==> src/verilog/nv_seq_params.svh <==
`ifndef NV_SEQ_PARAMS_SVH
`define NV_SEQ_PARAMS_SVH
// clock period in ns (10 MHz)
`define NV_CLK_NS 100
// timing figures, in their printed units
`define NV_WRITE_GRACE_NS 25
`define NV_SEQ_PROC_US 500
`define NV_SAVE_PULSE_NS 15
`define NV_RELEASE_ACTIVE_US 5
`define NV_HIGH_DRIVE_NS 500
`define NV_SLEEP_ENTRY_MS 8
`define NV_WAKE_LOW_MS 40
`define NV_WAKE_STD_MS 20
`define NV_STANDBY_US 100
`define NV_STORE_MS 8
`define NV_RECALL_US 600
// cycle counts: integer division rounds every time down; only the grace count is held to one cycle at least
`define NV_GRACE_CYC (((`NV_WRITE_GRACE_NS / `NV_CLK_NS) < 1) ? 1 : (`NV_WRITE_GRACE_NS / `NV_CLK_NS))
`define NV_SEQ_CYC ((`NV_SEQ_PROC_US * 1000) / `NV_CLK_NS)
`define NV_RELEASE_CYC ((`NV_RELEASE_ACTIVE_US * 1000) / `NV_CLK_NS)
`define NV_HIGH_DRIVE_CYC ((`NV_HIGH_DRIVE_NS / `NV_CLK_NS) - 1)
`define NV_SLEEP_CYC ((`NV_SLEEP_ENTRY_MS * 1000000) / `NV_CLK_NS)
`define NV_WAKE_LOW_CYC ((`NV_WAKE_LOW_MS * 1000000) / `NV_CLK_NS)
`define NV_WAKE_STD_CYC ((`NV_WAKE_STD_MS * 1000000) / `NV_CLK_NS)
`define NV_STANDBY_CYC ((`NV_STANDBY_US * 1000) / `NV_CLK_NS)
`define NV_STORE_CYC ((`NV_STORE_MS * 1000000) / `NV_CLK_NS)
`define NV_RECALL_CYC ((`NV_RECALL_US * 1000) / `NV_CLK_NS)
`endif

==> src/verilog/nv_seq_pkg.sv <==
`default_nettype none
package nv_seq_pkg;
    typedef enum logic [6:0] {
        ST_IDLE    = 7'b000_0001,
        ST_GRACE   = 7'b000_0010,
        ST_STORE   = 7'b000_0100,
        ST_RECALL  = 7'b000_1000,
        ST_HIGHDRV = 7'b001_0000,
        ST_RELEASE = 7'b010_0000,
        ST_SLEEP   = 7'b100_0000
    } op_state_t;

    typedef enum logic [2:0] {
        CMD_NONE   = 3'h0,
        CMD_STORE  = 3'h1,
        CMD_RECALL = 3'h2,
        CMD_SLEEP  = 3'h3
    } sw_cmd_t;

    // one host command, handed over when the bus sequence completes
    typedef struct packed {
        logic valid;
        sw_cmd_t cmd;
    } cmd_req_t;

    // memory access request from the serial front end
    typedef struct packed {
        logic rd;
        logic wr;
    } mem_req_t;

    typedef struct packed {
        logic readyNow;
        logic standby;
        logic sleeping;
        logic busy;
    } nv_status_t;
endpackage
`default_nettype wire

==> src/verilog/nv_delay_counter.sv <==
`default_nettype none
// loadable down counter; done pulses for one cycle when it reaches zero
module nv_delay_counter #(
    parameter int WIDTH = 24
) (
    // clock and reset
    input wire logic clk,
    input wire logic nrst,
    // control
    input wire logic load,
    input wire logic [WIDTH-1:0] loadValue,
    input wire logic abort,
    // status
    output logic running,
    output logic done
);
    typedef struct packed {
        logic [WIDTH-1:0] count;
        logic run;
        logic fin;
    } cnt_state_t;

    cnt_state_t cur_ff;
    cnt_state_t nxt_ff;

    always_comb begin
        nxt_ff = cur_ff;
        nxt_ff.fin = 1'b0;
        if (abort) begin
            nxt_ff.run = 1'b0;
            nxt_ff.count = '0;
        end else if (load) begin
            nxt_ff.run = 1'b1;
            nxt_ff.count = loadValue;
        end else if (cur_ff.run) begin
            if (cur_ff.count <= WIDTH'(1)) begin
                nxt_ff.run = 1'b0;
                nxt_ff.fin = 1'b1;
                nxt_ff.count = '0;
            end else begin
                nxt_ff.count = cur_ff.count - WIDTH'(1);
            end
        end
    end

    always_ff @(posedge clk) begin
        if (!nrst) begin
            cur_ff <= '0;
        end else begin
            cur_ff <= nxt_ff;
        end
    end

    assign running = cur_ff.run;
    assign done = cur_ff.fin;
endmodule
`default_nettype wire

==> src/verilog/nv_store_recall_seq.sv <==
`include "nv_seq_params.svh"
`default_nettype none
module nv_store_recall_seq #(
    parameter bit LOW_VOLT_PART = 1'b0,
    parameter int STORE_CYC = `NV_STORE_CYC,
    parameter int RECALL_CYC = `NV_RECALL_CYC,
    parameter int SEQ_CYC = `NV_SEQ_CYC,
    parameter int SLEEP_CYC = `NV_SLEEP_CYC,
    parameter int WAKE_LOW_CYC = `NV_WAKE_LOW_CYC,
    parameter int WAKE_STD_CYC = `NV_WAKE_STD_CYC
) (
    // clock and reset
    input wire logic clk,
    input wire logic nrst,
    // pins from outside the clock domain
    input wire logic lowSupplyPin,
    input wire logic hwSavePinIn,
    output logic hwSavePinOut,
    output logic hwSavePinOe,
    // serial front end, same clock
    input wire nv_seq_pkg::cmd_req_t cmdReq,
    input wire nv_seq_pkg::mem_req_t memReq,
    input wire logic busStop,
    input wire logic wakeReq,
    // memory array control
    output logic memRdEn,
    output logic memWrEn,
    output logic storeActive,
    output logic recallActive,
    output nv_seq_pkg::nv_status_t status
);
    localparam int CW = 24;
    localparam logic [CW-1:0] GRACE_LD = CW'(`NV_GRACE_CYC);
    localparam logic [CW-1:0] HIGH_LD = CW'(`NV_HIGH_DRIVE_CYC);
    localparam logic [CW-1:0] REL_LD = CW'(`NV_RELEASE_CYC);
    // the flags fed by done are registered one cycle after the counter reaches zero, so load one less
    localparam logic [CW-1:0] SB_LD = CW'(`NV_STANDBY_CYC - 1);
    localparam logic [CW-1:0] WAKE_LD = LOW_VOLT_PART ? CW'(WAKE_LOW_CYC - 1)
                                                      : CW'(WAKE_STD_CYC - 1);

    typedef struct packed {
        logic [1:0] lvSync;
        logic [1:0] pinSync;
        nv_seq_pkg::op_state_t state;
        logic dirty;
        logic fromPin;
        logic powerSave;
        nv_seq_pkg::sw_cmd_t pendCmd;
        logic cmdPending;
        logic waking;
        logic standby;
        logic memRd;
        logic memWr;
        logic pinOut;
        logic pinOe;
    } seq_state_t;

    seq_state_t cur_ff;
    seq_state_t nxt_ff;

    logic cntLoad;
    logic [CW-1:0] cntValue;
    logic cntRunning;
    logic cntDone;
    logic pinLow;
    logic lowSupply;
    logic lowSupplyPrev;

    nv_delay_counter #(
        .WIDTH(CW)
    ) u_cnt (
        .clk(clk),
        .nrst(nrst),
        .load(cntLoad),
        .loadValue(cntValue),
        .abort(1'b0),
        .running(cntRunning),
        .done(cntDone)
    );

    // -------------------------------------------------------
    // synchronised pins
    // -------------------------------------------------------
    assign lowSupply = cur_ff.lvSync[1];
    assign pinLow = !cur_ff.pinSync[1];
    assign lowSupplyPrev = cur_ff.powerSave;

    // -------------------------------------------------------
    // sequencing
    // -------------------------------------------------------
    always_comb begin
        nxt_ff = cur_ff;
        cntLoad = 1'b0;
        cntValue = '0;
        nxt_ff.lvSync = {cur_ff.lvSync[0], lowSupplyPin};
        nxt_ff.pinSync = {cur_ff.pinSync[0], hwSavePinIn};
        // power-loss edge is remembered via powerSave
        nxt_ff.powerSave = lowSupply;
        if (cmdReq.valid && cmdReq.cmd != nv_seq_pkg::CMD_NONE) begin
            nxt_ff.cmdPending = 1'b1;
            nxt_ff.pendCmd = cmdReq.cmd;
        end
        if (busStop) begin
            nxt_ff.standby = 1'b0;
        end
        if (memReq.wr && cur_ff.memWr) begin
            nxt_ff.dirty = 1'b1;
        end
        case (cur_ff.state)
            nv_seq_pkg::ST_IDLE: begin
                if (lowSupply && !lowSupplyPrev) begin
                    nxt_ff.fromPin = 1'b0;
                    if (cur_ff.dirty) begin
                        nxt_ff.state = nv_seq_pkg::ST_GRACE;
                        cntLoad = 1'b1;
                        cntValue = GRACE_LD;
                    end
                end else if (pinLow) begin
                    nxt_ff.fromPin = 1'b1;
                    if (cur_ff.dirty) begin
                        nxt_ff.state = nv_seq_pkg::ST_GRACE;
                        cntLoad = 1'b1;
                        cntValue = GRACE_LD;
                    end else begin
                        nxt_ff.state = nv_seq_pkg::ST_RELEASE;
                    end
                end else if (cur_ff.cmdPending && !cur_ff.waking) begin
                    // taken in one cycle; a command arriving now stays pending behind it
                    nxt_ff.cmdPending = cmdReq.valid && cmdReq.cmd != nv_seq_pkg::CMD_NONE;
                    case (cur_ff.pendCmd)
                        nv_seq_pkg::CMD_STORE: begin
                            nxt_ff.fromPin = 1'b0;
                            nxt_ff.state = nv_seq_pkg::ST_STORE;
                            cntLoad = 1'b1;
                            cntValue = CW'(STORE_CYC);
                        end
                        nv_seq_pkg::CMD_RECALL: begin
                            nxt_ff.state = nv_seq_pkg::ST_RECALL;
                            cntLoad = 1'b1;
                            cntValue = CW'(RECALL_CYC);
                        end
                        nv_seq_pkg::CMD_SLEEP: begin
                            nxt_ff.state = nv_seq_pkg::ST_SLEEP;
                            cntLoad = 1'b1;
                            cntValue = CW'(SLEEP_CYC);
                        end
                        default: begin
                            nxt_ff.state = nv_seq_pkg::ST_IDLE;
                        end
                    endcase
                end
            end
            nv_seq_pkg::ST_GRACE: begin
                if (cntDone) begin
                    nxt_ff.state = nv_seq_pkg::ST_STORE;
                    cntLoad = 1'b1;
                    cntValue = CW'(STORE_CYC);
                end
            end
            nv_seq_pkg::ST_STORE: begin
                if (cntDone) begin
                    nxt_ff.dirty = 1'b0;
                    nxt_ff.state = cur_ff.fromPin ? nv_seq_pkg::ST_RELEASE
                                                  : nv_seq_pkg::ST_IDLE;
                end
            end
            nv_seq_pkg::ST_RECALL: begin
                if (cntDone) begin
                    nxt_ff.dirty = 1'b0;
                    nxt_ff.state = nv_seq_pkg::ST_IDLE;
                end
            end
            nv_seq_pkg::ST_RELEASE: begin
                // wait for the external driver to let go, then drive high briefly
                if (!pinLow) begin
                    nxt_ff.state = nv_seq_pkg::ST_HIGHDRV;
                    cntLoad = 1'b1;
                    cntValue = HIGH_LD;
                end
            end
            nv_seq_pkg::ST_HIGHDRV: begin
                if (cntDone || !cntRunning) begin
                    nxt_ff.state = nv_seq_pkg::ST_IDLE;
                end
            end
            nv_seq_pkg::ST_SLEEP: begin
                if (wakeReq) begin
                    nxt_ff.state = nv_seq_pkg::ST_IDLE;
                    nxt_ff.waking = 1'b1;
                    cntLoad = 1'b1;
                    cntValue = WAKE_LD;
                end
            end
            default: begin
                nxt_ff.state = nv_seq_pkg::ST_IDLE;
            end
        endcase
        if (cur_ff.waking && cntDone) begin
            nxt_ff.waking = 1'b0;
        end
        if (busStop && nxt_ff.state == nv_seq_pkg::ST_IDLE && !cntLoad) begin
            cntLoad = 1'b1;
            cntValue = SB_LD;
        end
        if (cur_ff.state == nv_seq_pkg::ST_IDLE && cntDone && !cur_ff.waking) begin
            nxt_ff.standby = 1'b1;
        end
        // access gating: writes stay open through the grace window only
        nxt_ff.memRd = (nxt_ff.state == nv_seq_pkg::ST_IDLE) && !nxt_ff.waking
                       && !lowSupply && !pinLow;
        nxt_ff.memWr = ((nxt_ff.state == nv_seq_pkg::ST_IDLE) && !nxt_ff.waking
                        && !lowSupply && !pinLow)
                       || (nxt_ff.state == nv_seq_pkg::ST_GRACE);
        nxt_ff.pinOut = 1'b1;
        nxt_ff.pinOe = (nxt_ff.state == nv_seq_pkg::ST_HIGHDRV);
    end

    always_ff @(posedge clk) begin
        if (!nrst) begin
            cur_ff <= '{lvSync: 2'b00, pinSync: 2'b11, state: nv_seq_pkg::ST_IDLE,
                        pendCmd: nv_seq_pkg::CMD_NONE, default: 1'b0};
        end else begin
            cur_ff <= nxt_ff;
        end
    end

    // -------------------------------------------------------
    // outputs
    // -------------------------------------------------------
    assign hwSavePinOut = cur_ff.pinOut;
    assign hwSavePinOe = cur_ff.pinOe;
    assign memRdEn = cur_ff.memRd;
    assign memWrEn = cur_ff.memWr;
    assign storeActive = (cur_ff.state == nv_seq_pkg::ST_STORE);
    assign recallActive = (cur_ff.state == nv_seq_pkg::ST_RECALL);
    assign status = '{readyNow: cur_ff.memRd, standby: cur_ff.standby,
                      sleeping: (cur_ff.state == nv_seq_pkg::ST_SLEEP),
                      busy: (cur_ff.state != nv_seq_pkg::ST_IDLE) || cur_ff.waking};

    // -------------------------------------------------------
    // checks
    // -------------------------------------------------------
    property p_nodirty;
        @(posedge clk) disable iff (!nrst)
        (cur_ff.state == nv_seq_pkg::ST_IDLE && pinLow && !cur_ff.dirty && !lowSupply)
        |=> (cur_ff.state != nv_seq_pkg::ST_STORE);
    endproperty
    a_nodirty: assert property (p_nodirty) else $error("clean save not skipped");

    property p_grace;
        @(posedge clk) disable iff (!nrst)
        (cur_ff.state == nv_seq_pkg::ST_GRACE) |-> memWrEn;
    endproperty
    a_grace: assert property (p_grace) else $error("write blocked in grace");

    property p_lock;
        @(posedge clk) disable iff (!nrst)
        (storeActive || recallActive) |-> (!memRdEn && !memWrEn);
    endproperty
    a_lock: assert property (p_lock) else $error("access during save or restore");

    property p_cmd;
        @(posedge clk) disable iff (!nrst)
        (cmdReq.valid && cmdReq.cmd == nv_seq_pkg::CMD_STORE && !status.busy && !cur_ff.cmdPending
         && !pinLow && !lowSupply && cur_ff.powerSave == lowSupply)
        |-> ##[1:3] storeActive;
    endproperty
    a_cmd: assert property (p_cmd) else $error("store command not acted on");

    property p_pinlow;
        @(posedge clk) disable iff (!nrst)
        pinLow |=> !memRdEn;
    endproperty
    a_pinlow: assert property (p_pinlow) else $error("access while save pin low");

    property p_release;
        @(posedge clk) disable iff (!nrst)
        (cur_ff.state == nv_seq_pkg::ST_RELEASE && !pinLow && !lowSupply)
        |-> ##[1:8] (cur_ff.state == nv_seq_pkg::ST_IDLE);
    endproperty
    a_release: assert property (p_release) else $error("not active after release");

    property p_highdrv;
        @(posedge clk) disable iff (!nrst)
        $rose(hwSavePinOe) |-> ##[1:5] !hwSavePinOe;
    endproperty
    a_highdrv: assert property (p_highdrv) else $error("save pin driven too long");

    property p_drvhigh;
        @(posedge clk) disable iff (!nrst)
        hwSavePinOe |-> hwSavePinOut;
    endproperty
    a_drvhigh: assert property (p_drvhigh) else $error("save pin driven low");
endmodule
`default_nettype wire
==> config.mk <==
export PLATFORM = sky130hd
export DESIGN_NAME = nv_store_recall_seq
export DESIGN_NICKNAME = d
export VERILOG_FILES = /design/src/verilog/nv_seq_pkg.sv /design/src/verilog/nv_delay_counter.sv /design/src/verilog/nv_store_recall_seq.sv
export VERILOG_INCLUDE_DIRS = /design/src /design/src/verilog
export SDC_FILE = /design/constraint.sdc
export NUM_CORES = 1
export LEC_CHECK = 0
export BUFFER_PORTS_ARGS = -buffer_cell sky130_fd_sc_hd__buf_2
export CAP_MARGIN = 20
export CORE_UTILIZATION = 50
export DETAILED_ROUTE_END_ITERATION = 7
export MAX_ROUTING_LAYER = met4
export PLACE_DENSITY = 0.65
export SYNTH_ARGS = -nofsm -noshare
export SYNTH_HDL_FRONTEND = slang
export SYNTH_SLANG_ARGS = --single-unit
==> constraint.sdc <==
create_clock -name clk -period 3.6 [get_ports clk]
set_clock_uncertainty 0.1 [all_clocks]
set_input_delay 0.18 -clock clk [delete_from_list [all_inputs] [get_ports clk]]
set_output_delay 0.18 -clock clk [all_outputs]
set_load 0.005 [all_outputs]
* Word-level counts from Yosys, hierarchy flattened
Cells that the tools add are included.
** Word-level totals
- Bits of input ports :: 12
- Logic and storage cells :: 120
- Flip-flop bits (word level) :: 50
** Cells by class
- Reductions and logical operators :: 28
- Add/sub/neg operators :: 1
- Bitwise gates (word level) :: 2
- $lt $le $gt $ge :: 1
- Equal/unequal tests :: 16
- Muxes and demuxes :: 55
** Operator list (count)
- $mux W24 :: 4
- $pmux W24 S4 :: 1
- $mux W7 :: 8
- $pmux W7 S7 :: 1
- $mux W17 :: 2
- $pmux W17 S2 :: 1
- $mux W26 :: 1
- $mux W1 :: 25
- $mux W25 :: 1
- $le A24 B1 Y1 const B :: 1
- $sub A24 B1 Y24 const B :: 1
- $pmux W7 S3 :: 1
- $mux W18 :: 1
- $mux W8 :: 2
- $eq A7 B1 Y1 const B :: 2
- $eq A7 B2 Y1 const B :: 2
- $eq A7 B5 Y1 const B :: 2
- $logic_and A1 B1 Y1 :: 12
- $mux W6 :: 2
- $eq A7 B3 Y1 const B :: 1
- $eq A7 B4 Y1 const B :: 1
- $eq A7 B6 Y1 const B :: 1
- $eq A7 B7 Y1 const B :: 1
- $ne A7 B1 Y1 const B :: 1
- 15 further kinds :: 28

* Longest topological paths before layout
- Depth after elaboration :: 11
- Gate-level depth with buffers :: 10
- Gate-level depth less buffers :: 8

* Cells and area by module
A second synthesis with hierarchy kept.
** Unflattened totals
- Cell total of the unflattened synthesis :: 367
- Area total of the unflattened synthesis :: 3134.3 sq um
** By module, submodules not included
- nv_delay_counter :: area an instance 1654.1 sq um, instances 1, cells an instance 190, sequential area each 520.5 sq um
- nv_store_recall_seq :: area an instance 1480.2 sq um, instances 1, cells an instance 177, sequential area each 480.5 sq um

* Worst setup path before layout
Ideal clock, no wire load.
- Path type :: reg2reg
- Start :: register cur_ff[18] in the netlist's numbering
- End :: register u_cnt.cur_ff[9] in the netlist's numbering
- Stages on the path, launching flop included :: 10
- Clock period less this slack :: 2.604 ns
- Slack :: 0.996 ns
- Arrival :: 2.379 ns
- Required time :: 3.375 ns
- Cells stage by stage :: dfxtp_1 buf_2 or4_4 nor4b_4 nand2_1 and3_1 buf_2 o21a_2 and3_1 o41a_1
** Between the ends
- Word-level cells in the longest chain between the ends :: 9
** Ends and longest elaborated chain
- from (decl) :: RTL line nv_store_recall_seq.sv:58 : seq_state_t cur_ff;
- from (signal assigned) :: RTL line nv_store_recall_seq.sv:220 : cur_ff <= '{lvSync: 2'b00, pinSync: 2'b11, state: nv_seq_pkg::ST_IDLE,
- from (signal assigned) :: RTL line nv_store_recall_seq.sv:223 : cur_ff <= nxt_ff;
- $mux W7 :: RTL line nv_store_recall_seq.sv:127 : end else if (cur_ff.cmdPending && !cur_ff.waking) begin
- $mux W7 :: RTL line nv_store_recall_seq.sv:118 : end else if (pinLow) begin
- $mux W7 :: RTL line nv_store_recall_seq.sv:111 : if (lowSupply && !lowSupplyPrev) begin
- $pmux W7 S7 :: RTL line nv_store_recall_seq.sv:109 : case (cur_ff.state)
- $eq A7 B1 Y1 :: RTL line nv_store_recall_seq.sv:201 : if (busStop && nxt_ff.state == nv_seq_pkg::ST_IDLE && !cntLoad) begin
- $logic_and A1 B1 Y1 (2 in series) :: RTL line nv_store_recall_seq.sv:201
- $mux W24 or $mux W1 (tied branches) :: RTL line nv_store_recall_seq.sv:201
- $mux W25 or $reduce_bool A2 Y1 (tied branches)
- to (signal assigned) :: RTL line nv_delay_counter.sv:50 : cur_ff <= nxt_ff;
- to (decl) :: RTL line nv_delay_counter.sv:23 : cnt_state_t cur_ff;
Several ways; a longest one is shown, not always the timed one.
A chain may end at the register's enable or synchronous reset.

* Final worst setup path
- Start :: register cur_ff[15] in the netlist's numbering
- End :: register u_cnt.cur_ff[10] in the netlist's numbering
Same word-level chain as after synthesis.

==> out/qor.log <==
qor: clock_network.postCtsSetupRepairBufs 0
qor: sta.max_clock_freq 0.338 GHz
qor: hold_path.timing.hold.worst.start cmdReq[2]
qor: hold_path.hold_path_depth 3
qor: worst_setup_path.crit-reg2reg-launch cur_ff[15]
qor: hold_path.worst_hold_path.endpoint cur_ff[9]
qor: run_status.outcome finished clean
qor: synth.post_synth_instance_area 0.00281 sq mm
qor: synth.synth_top_family_by_area simple AND/OR/NAND/NOR gates
qor: worst_setup_path.criticalPathCategory reg -> reg
qor: clock_network.cts_resized 0
qor: worst_setup_path.worst_ep_arrival_time 3.06 ns
qor: sta.post_layout_min_period 2.96 ns
qor: clock_network.register_clock_pin_slew_on_the_reported_worst_setup_and_hold_paths 0.10 ns
qor: worst_setup_path.cp_data_required_time 3.71 ns
qor: global_routing.grt_overflow 0
qor: place.place.gp.congestion 0.916
qor: route.drtIter0Drc 212
qor: route.antenna_left 0
qor: layout.fin_nets 367
qor: synth.fraction_of_synthesis_flops_using_an_asynchronous_set_or_reset_pin 0
qor: floorplanning.placeableCoreArea 0.00527 sq mm
qor: floorplanning.chipHeight 76.9 um
qor: synth.postSynthCellCount 340
qor: synth.yosysWarningCount 0
qor: sta.setup-violations-final 0
qor: layout.layout-drive-gt1-share 0.119
qor: synth.synth_seq_area_share 0.357
qor: route.detail_route.vias_per_cell 6.12
qor: clock_network.htreeDepth 2
qor: floorplanning.fp-row-count 26
qor: worst_setup_path.worst_setup_path_end_kind flop
qor: place.place_hpwl 4630 um
qor: power.ir_worst_vdd 0.278 mV
qor: power.power.internal 0.000984 W
qor: route.drcViolationCount 0
qor: power.combPwrFrac 0.365
qor: layout.final_cell_mix sky130_fd_sc_hd__dfxtp_1, sky130_fd_sc_hd__nor2_1, sky130_fd_sc_hd__nand2_1
qor: power.switching_power 0.000613 W
qor: synth.synth_xor_area_frac 0.0374
qor: layout.antenna_cells_inserted 0
qor: power.power.share.switching 0.384
qor: synth.ys_seq_elements 50
qor: worst_setup_path.r2r_setup_slack 0.64 ns
qor: global_routing.groute.usage.overall 0.245
qor: synth.syn_area_per_cell 8.26 sq um
qor: clock_network.cts.sinks 50
qor: sta.final_min_period_over_clock_period 0.821
qor: layout.layout.cells.most_common sky130_fd_sc_hd__dfxtp_1
qor: layout.area_growth 7.98%
qor: clock_network.root_cell_of_the_clock_tree sky130_fd_sc_hd__clkbuf_8
qor: sta.headroom_to_the_max_slew_limit 0.487
qor: sta.rsz0062_at_grt no
qor: flow_run.timing.max_cap.violations 0
qor: route.aggregate_routed_wire_length 6620 um
qor: sta.setup_tns 0 ns
qor: synth.synth_edf_count 0
qor: clock_network.cts_tree yes
qor: synth.number_of_nets_in_the_synthesized_netlist 354
qor: synth.synth_mux_area_frac 0.00713
qor: hold_path.hold_path_class in -> reg
qor: place.numPortBuffers 20
qor: global_routing.grt_pass1_wl 11300 um
qor: clock_network.cts_made_buffers 5
qor: global_routing.largest_net_degree_at_the_start_of_global_routing 27
qor: floorplanning.floorplan.initialDensity 0.533
qor: worst_setup_path.critical_path.max_fanout 14
qor: route.route.detailed.wl_per_inst 15.6 um
qor: sta.final_hold_viol_count 0
qor: worst_setup_path.crit-reg2reg-capture u_cnt.cur_ff[10]
qor: route.routed-via-count 2595
qor: synth.synth-simple-area-share 0.308
qor: floorplanning.floorplan.die.width 76.9 um
qor: global_routing.initial_antenna_violation_count 0
qor: floorplanning.num_io_pins 22
qor: power.total_leakage_power 1.14 nW
qor: power.power_frac_clock 0.212
qor: sta.whs 0.0689 ns
qor: worst_setup_path.setup.worst_path.start_class flop
qor: worst_setup_path.ff2ff_path_depth 7
qor: synth.post_synth_fa_ha_maj_area_fraction 0.00891
qor: route.firstDrtPassIters 5
qor: power.pwr_density_cell 527 mW/mm^2
qor: sta.worst-slew-pin-transition 0.769 ns
qor: clock_network.insertion_delay 0.30 ns
qor: sta.finalMaxSlewViolations 0
qor: synth.synth_compound_gate_area_share 0.234
qor: global_routing.number_of_global_route_vias_before_repair 2323
qor: synth.synth_cell_type_count 64
qor: clock_network.cts.path.max_buffers 2
qor: synth.yosys_most_used_dff sky130_fd_sc_hd__dfxtp_1
qor: power.seq_power_share 0.424
qor: floorplanning.die_area 0.00592 sq mm
## through the flow
stage                     cells  power [W]  setup WS [ns]  cell area (sq um)  utilization
after CTS                   424    0.00160          0.679               3030        0.575
after global routing        424    0.00171          0.323               3030        0.575
after detailed placement    414    0.00126          0.699               2920        0.554
after global placement      414    0.00125          0.734               2920        0.554
after floorplan             340    0.00113          0.996               2810            -
final                       424    0.00160          0.643               3030        0.575
## critical path, stage by stage (launching register included)
cell,delay (ns)
sky130_fd_sc_hd__dfxtp_1,0.50
sky130_fd_sc_hd__nor3_1,0.36
sky130_fd_sc_hd__nand4b_1,0.35
sky130_fd_sc_hd__a21oi_1,0.39
sky130_fd_sc_hd__a211oi_4,0.12
sky130_fd_sc_hd__nor3_1,0.58
sky130_fd_sc_hd__o32ai_1,0.19
sky130_fd_sc_hd__a311oi_1,0.28
## power by group through the flow
stage	logic, W	clock network, W	registers (W)
5_1_grt	0.000654	0.000371	0.000685
4_1_cts	0.000578	0.000345	0.000675
3_3_place_gp	0.000567	0	0.000686
2_1_floorplan	0.000463	0	0.000665
3_5_place_dp	0.000574	0	0.000687
6_report	0.000583	0.000338	0.000676
## cells by family (layout without fill, tap and decap cells)
family                   Yosys count  after routing
flip-flops                        50             50
AO/OA/AOI/OAI                     89             89
XOR/XNOR                          12             12
adder cells (fa/ha/maj)            2              2
AND/OR/NAND/NOR                  156            156
multiplexers                       2              2
buffers and inverters             29             43
## cells in the mapped netlist (all sizes together) (3+ instances only)
library cell / instances / share of area
or2: 4 / 0.0089
o31ai: 4 / 0.011
nand2: 23 / 0.031
clkbuf: 9 / 0.012
o221ai: 3 / 0.0094
a211oi: 3 / 0.012
o311a: 3 / 0.011
a21o: 4 / 0.011
and2: 8 / 0.018
dfxtp: 50 / 0.36
a21oi: 16 / 0.029
nor2: 42 / 0.056
o21ai: 18 / 0.033
or3: 4 / 0.0089
or4: 6 / 0.017
nand2b: 9 / 0.020
xnor2: 9 / 0.028
inv: 10 / 0.013
a22oi: 5 / 0.013
o32ai: 7 / 0.025
nand3: 9 / 0.016
nor4b: 5 / 0.026
buf: 10 / 0.022
o21a: 4 / 0.011
xor2: 3 / 0.0094
and3: 6 / 0.013
nor4: 7 / 0.021
nor2b: 3 / 0.0067
nor3: 20 / 0.037
nor3b: 4 / 0.011
a311oi: 3 / 0.0094
## registers in the layout (all words and copies together), names as in the netlist
| signal | cells |
|---|---|
| lowSupplyPrev | 1 |
| u_cnt.running | 1 |
| u_cnt.done | 1 |
| hwSavePinOut | 1 |
| cur_ff | 18 |
| status | 1 |
| memWrEn | 1 |
| u_cnt.cur_ff | 24 |
| memRdEn | 1 |
| hwSavePinOe | 1 |
## worst max-delay path by stage
stage | from | endpoint | slack (ns) | cells after the start
final | cur_ff[15] | u_cnt.cur_ff[10] | 0.64 | 7
after global routing | cur_ff[15] | u_cnt.cur_ff[4] | 0.32 | 7
after CTS | cur_ff[15] | u_cnt.cur_ff[10] | 0.68 | 7
after detailed placement | cur_ff[15] | u_cnt.cur_ff[10] | 0.70 | 7
after global placement | cur_ff[15] | u_cnt.cur_ff[10] | 0.73 | 7
after floorplan | cur_ff[18] | u_cnt.cur_ff[9] | 1.0 | 9
## area by class of cell
type                       count  area (sq um)
fill                         519          2240
multi-input combinational    261          1670
sequential                    50          1000
timing repair buffer          25           143
tap                           70          87.6
clock buffer                   6          72.6
inverter                      10          37.5
clock inverter                 2          17.5
## per-layer routing
layer	part of all wire	up-vias	GRT usage
met5	0	-	-
met4	0.011	0	0.0596
met3	0.053	11	0.0440
met2	0.42	87	0.358
met1	0.51	1208	0.348
li1	-	1289	-
## repair_timing
action	4_1_cts	5_1_grt
endpoints found under the hold margin	2	0
hold buffers	2	0
setup endpoints to repair	0	0
Note: power is estimated with default switching activity, not from simulation.
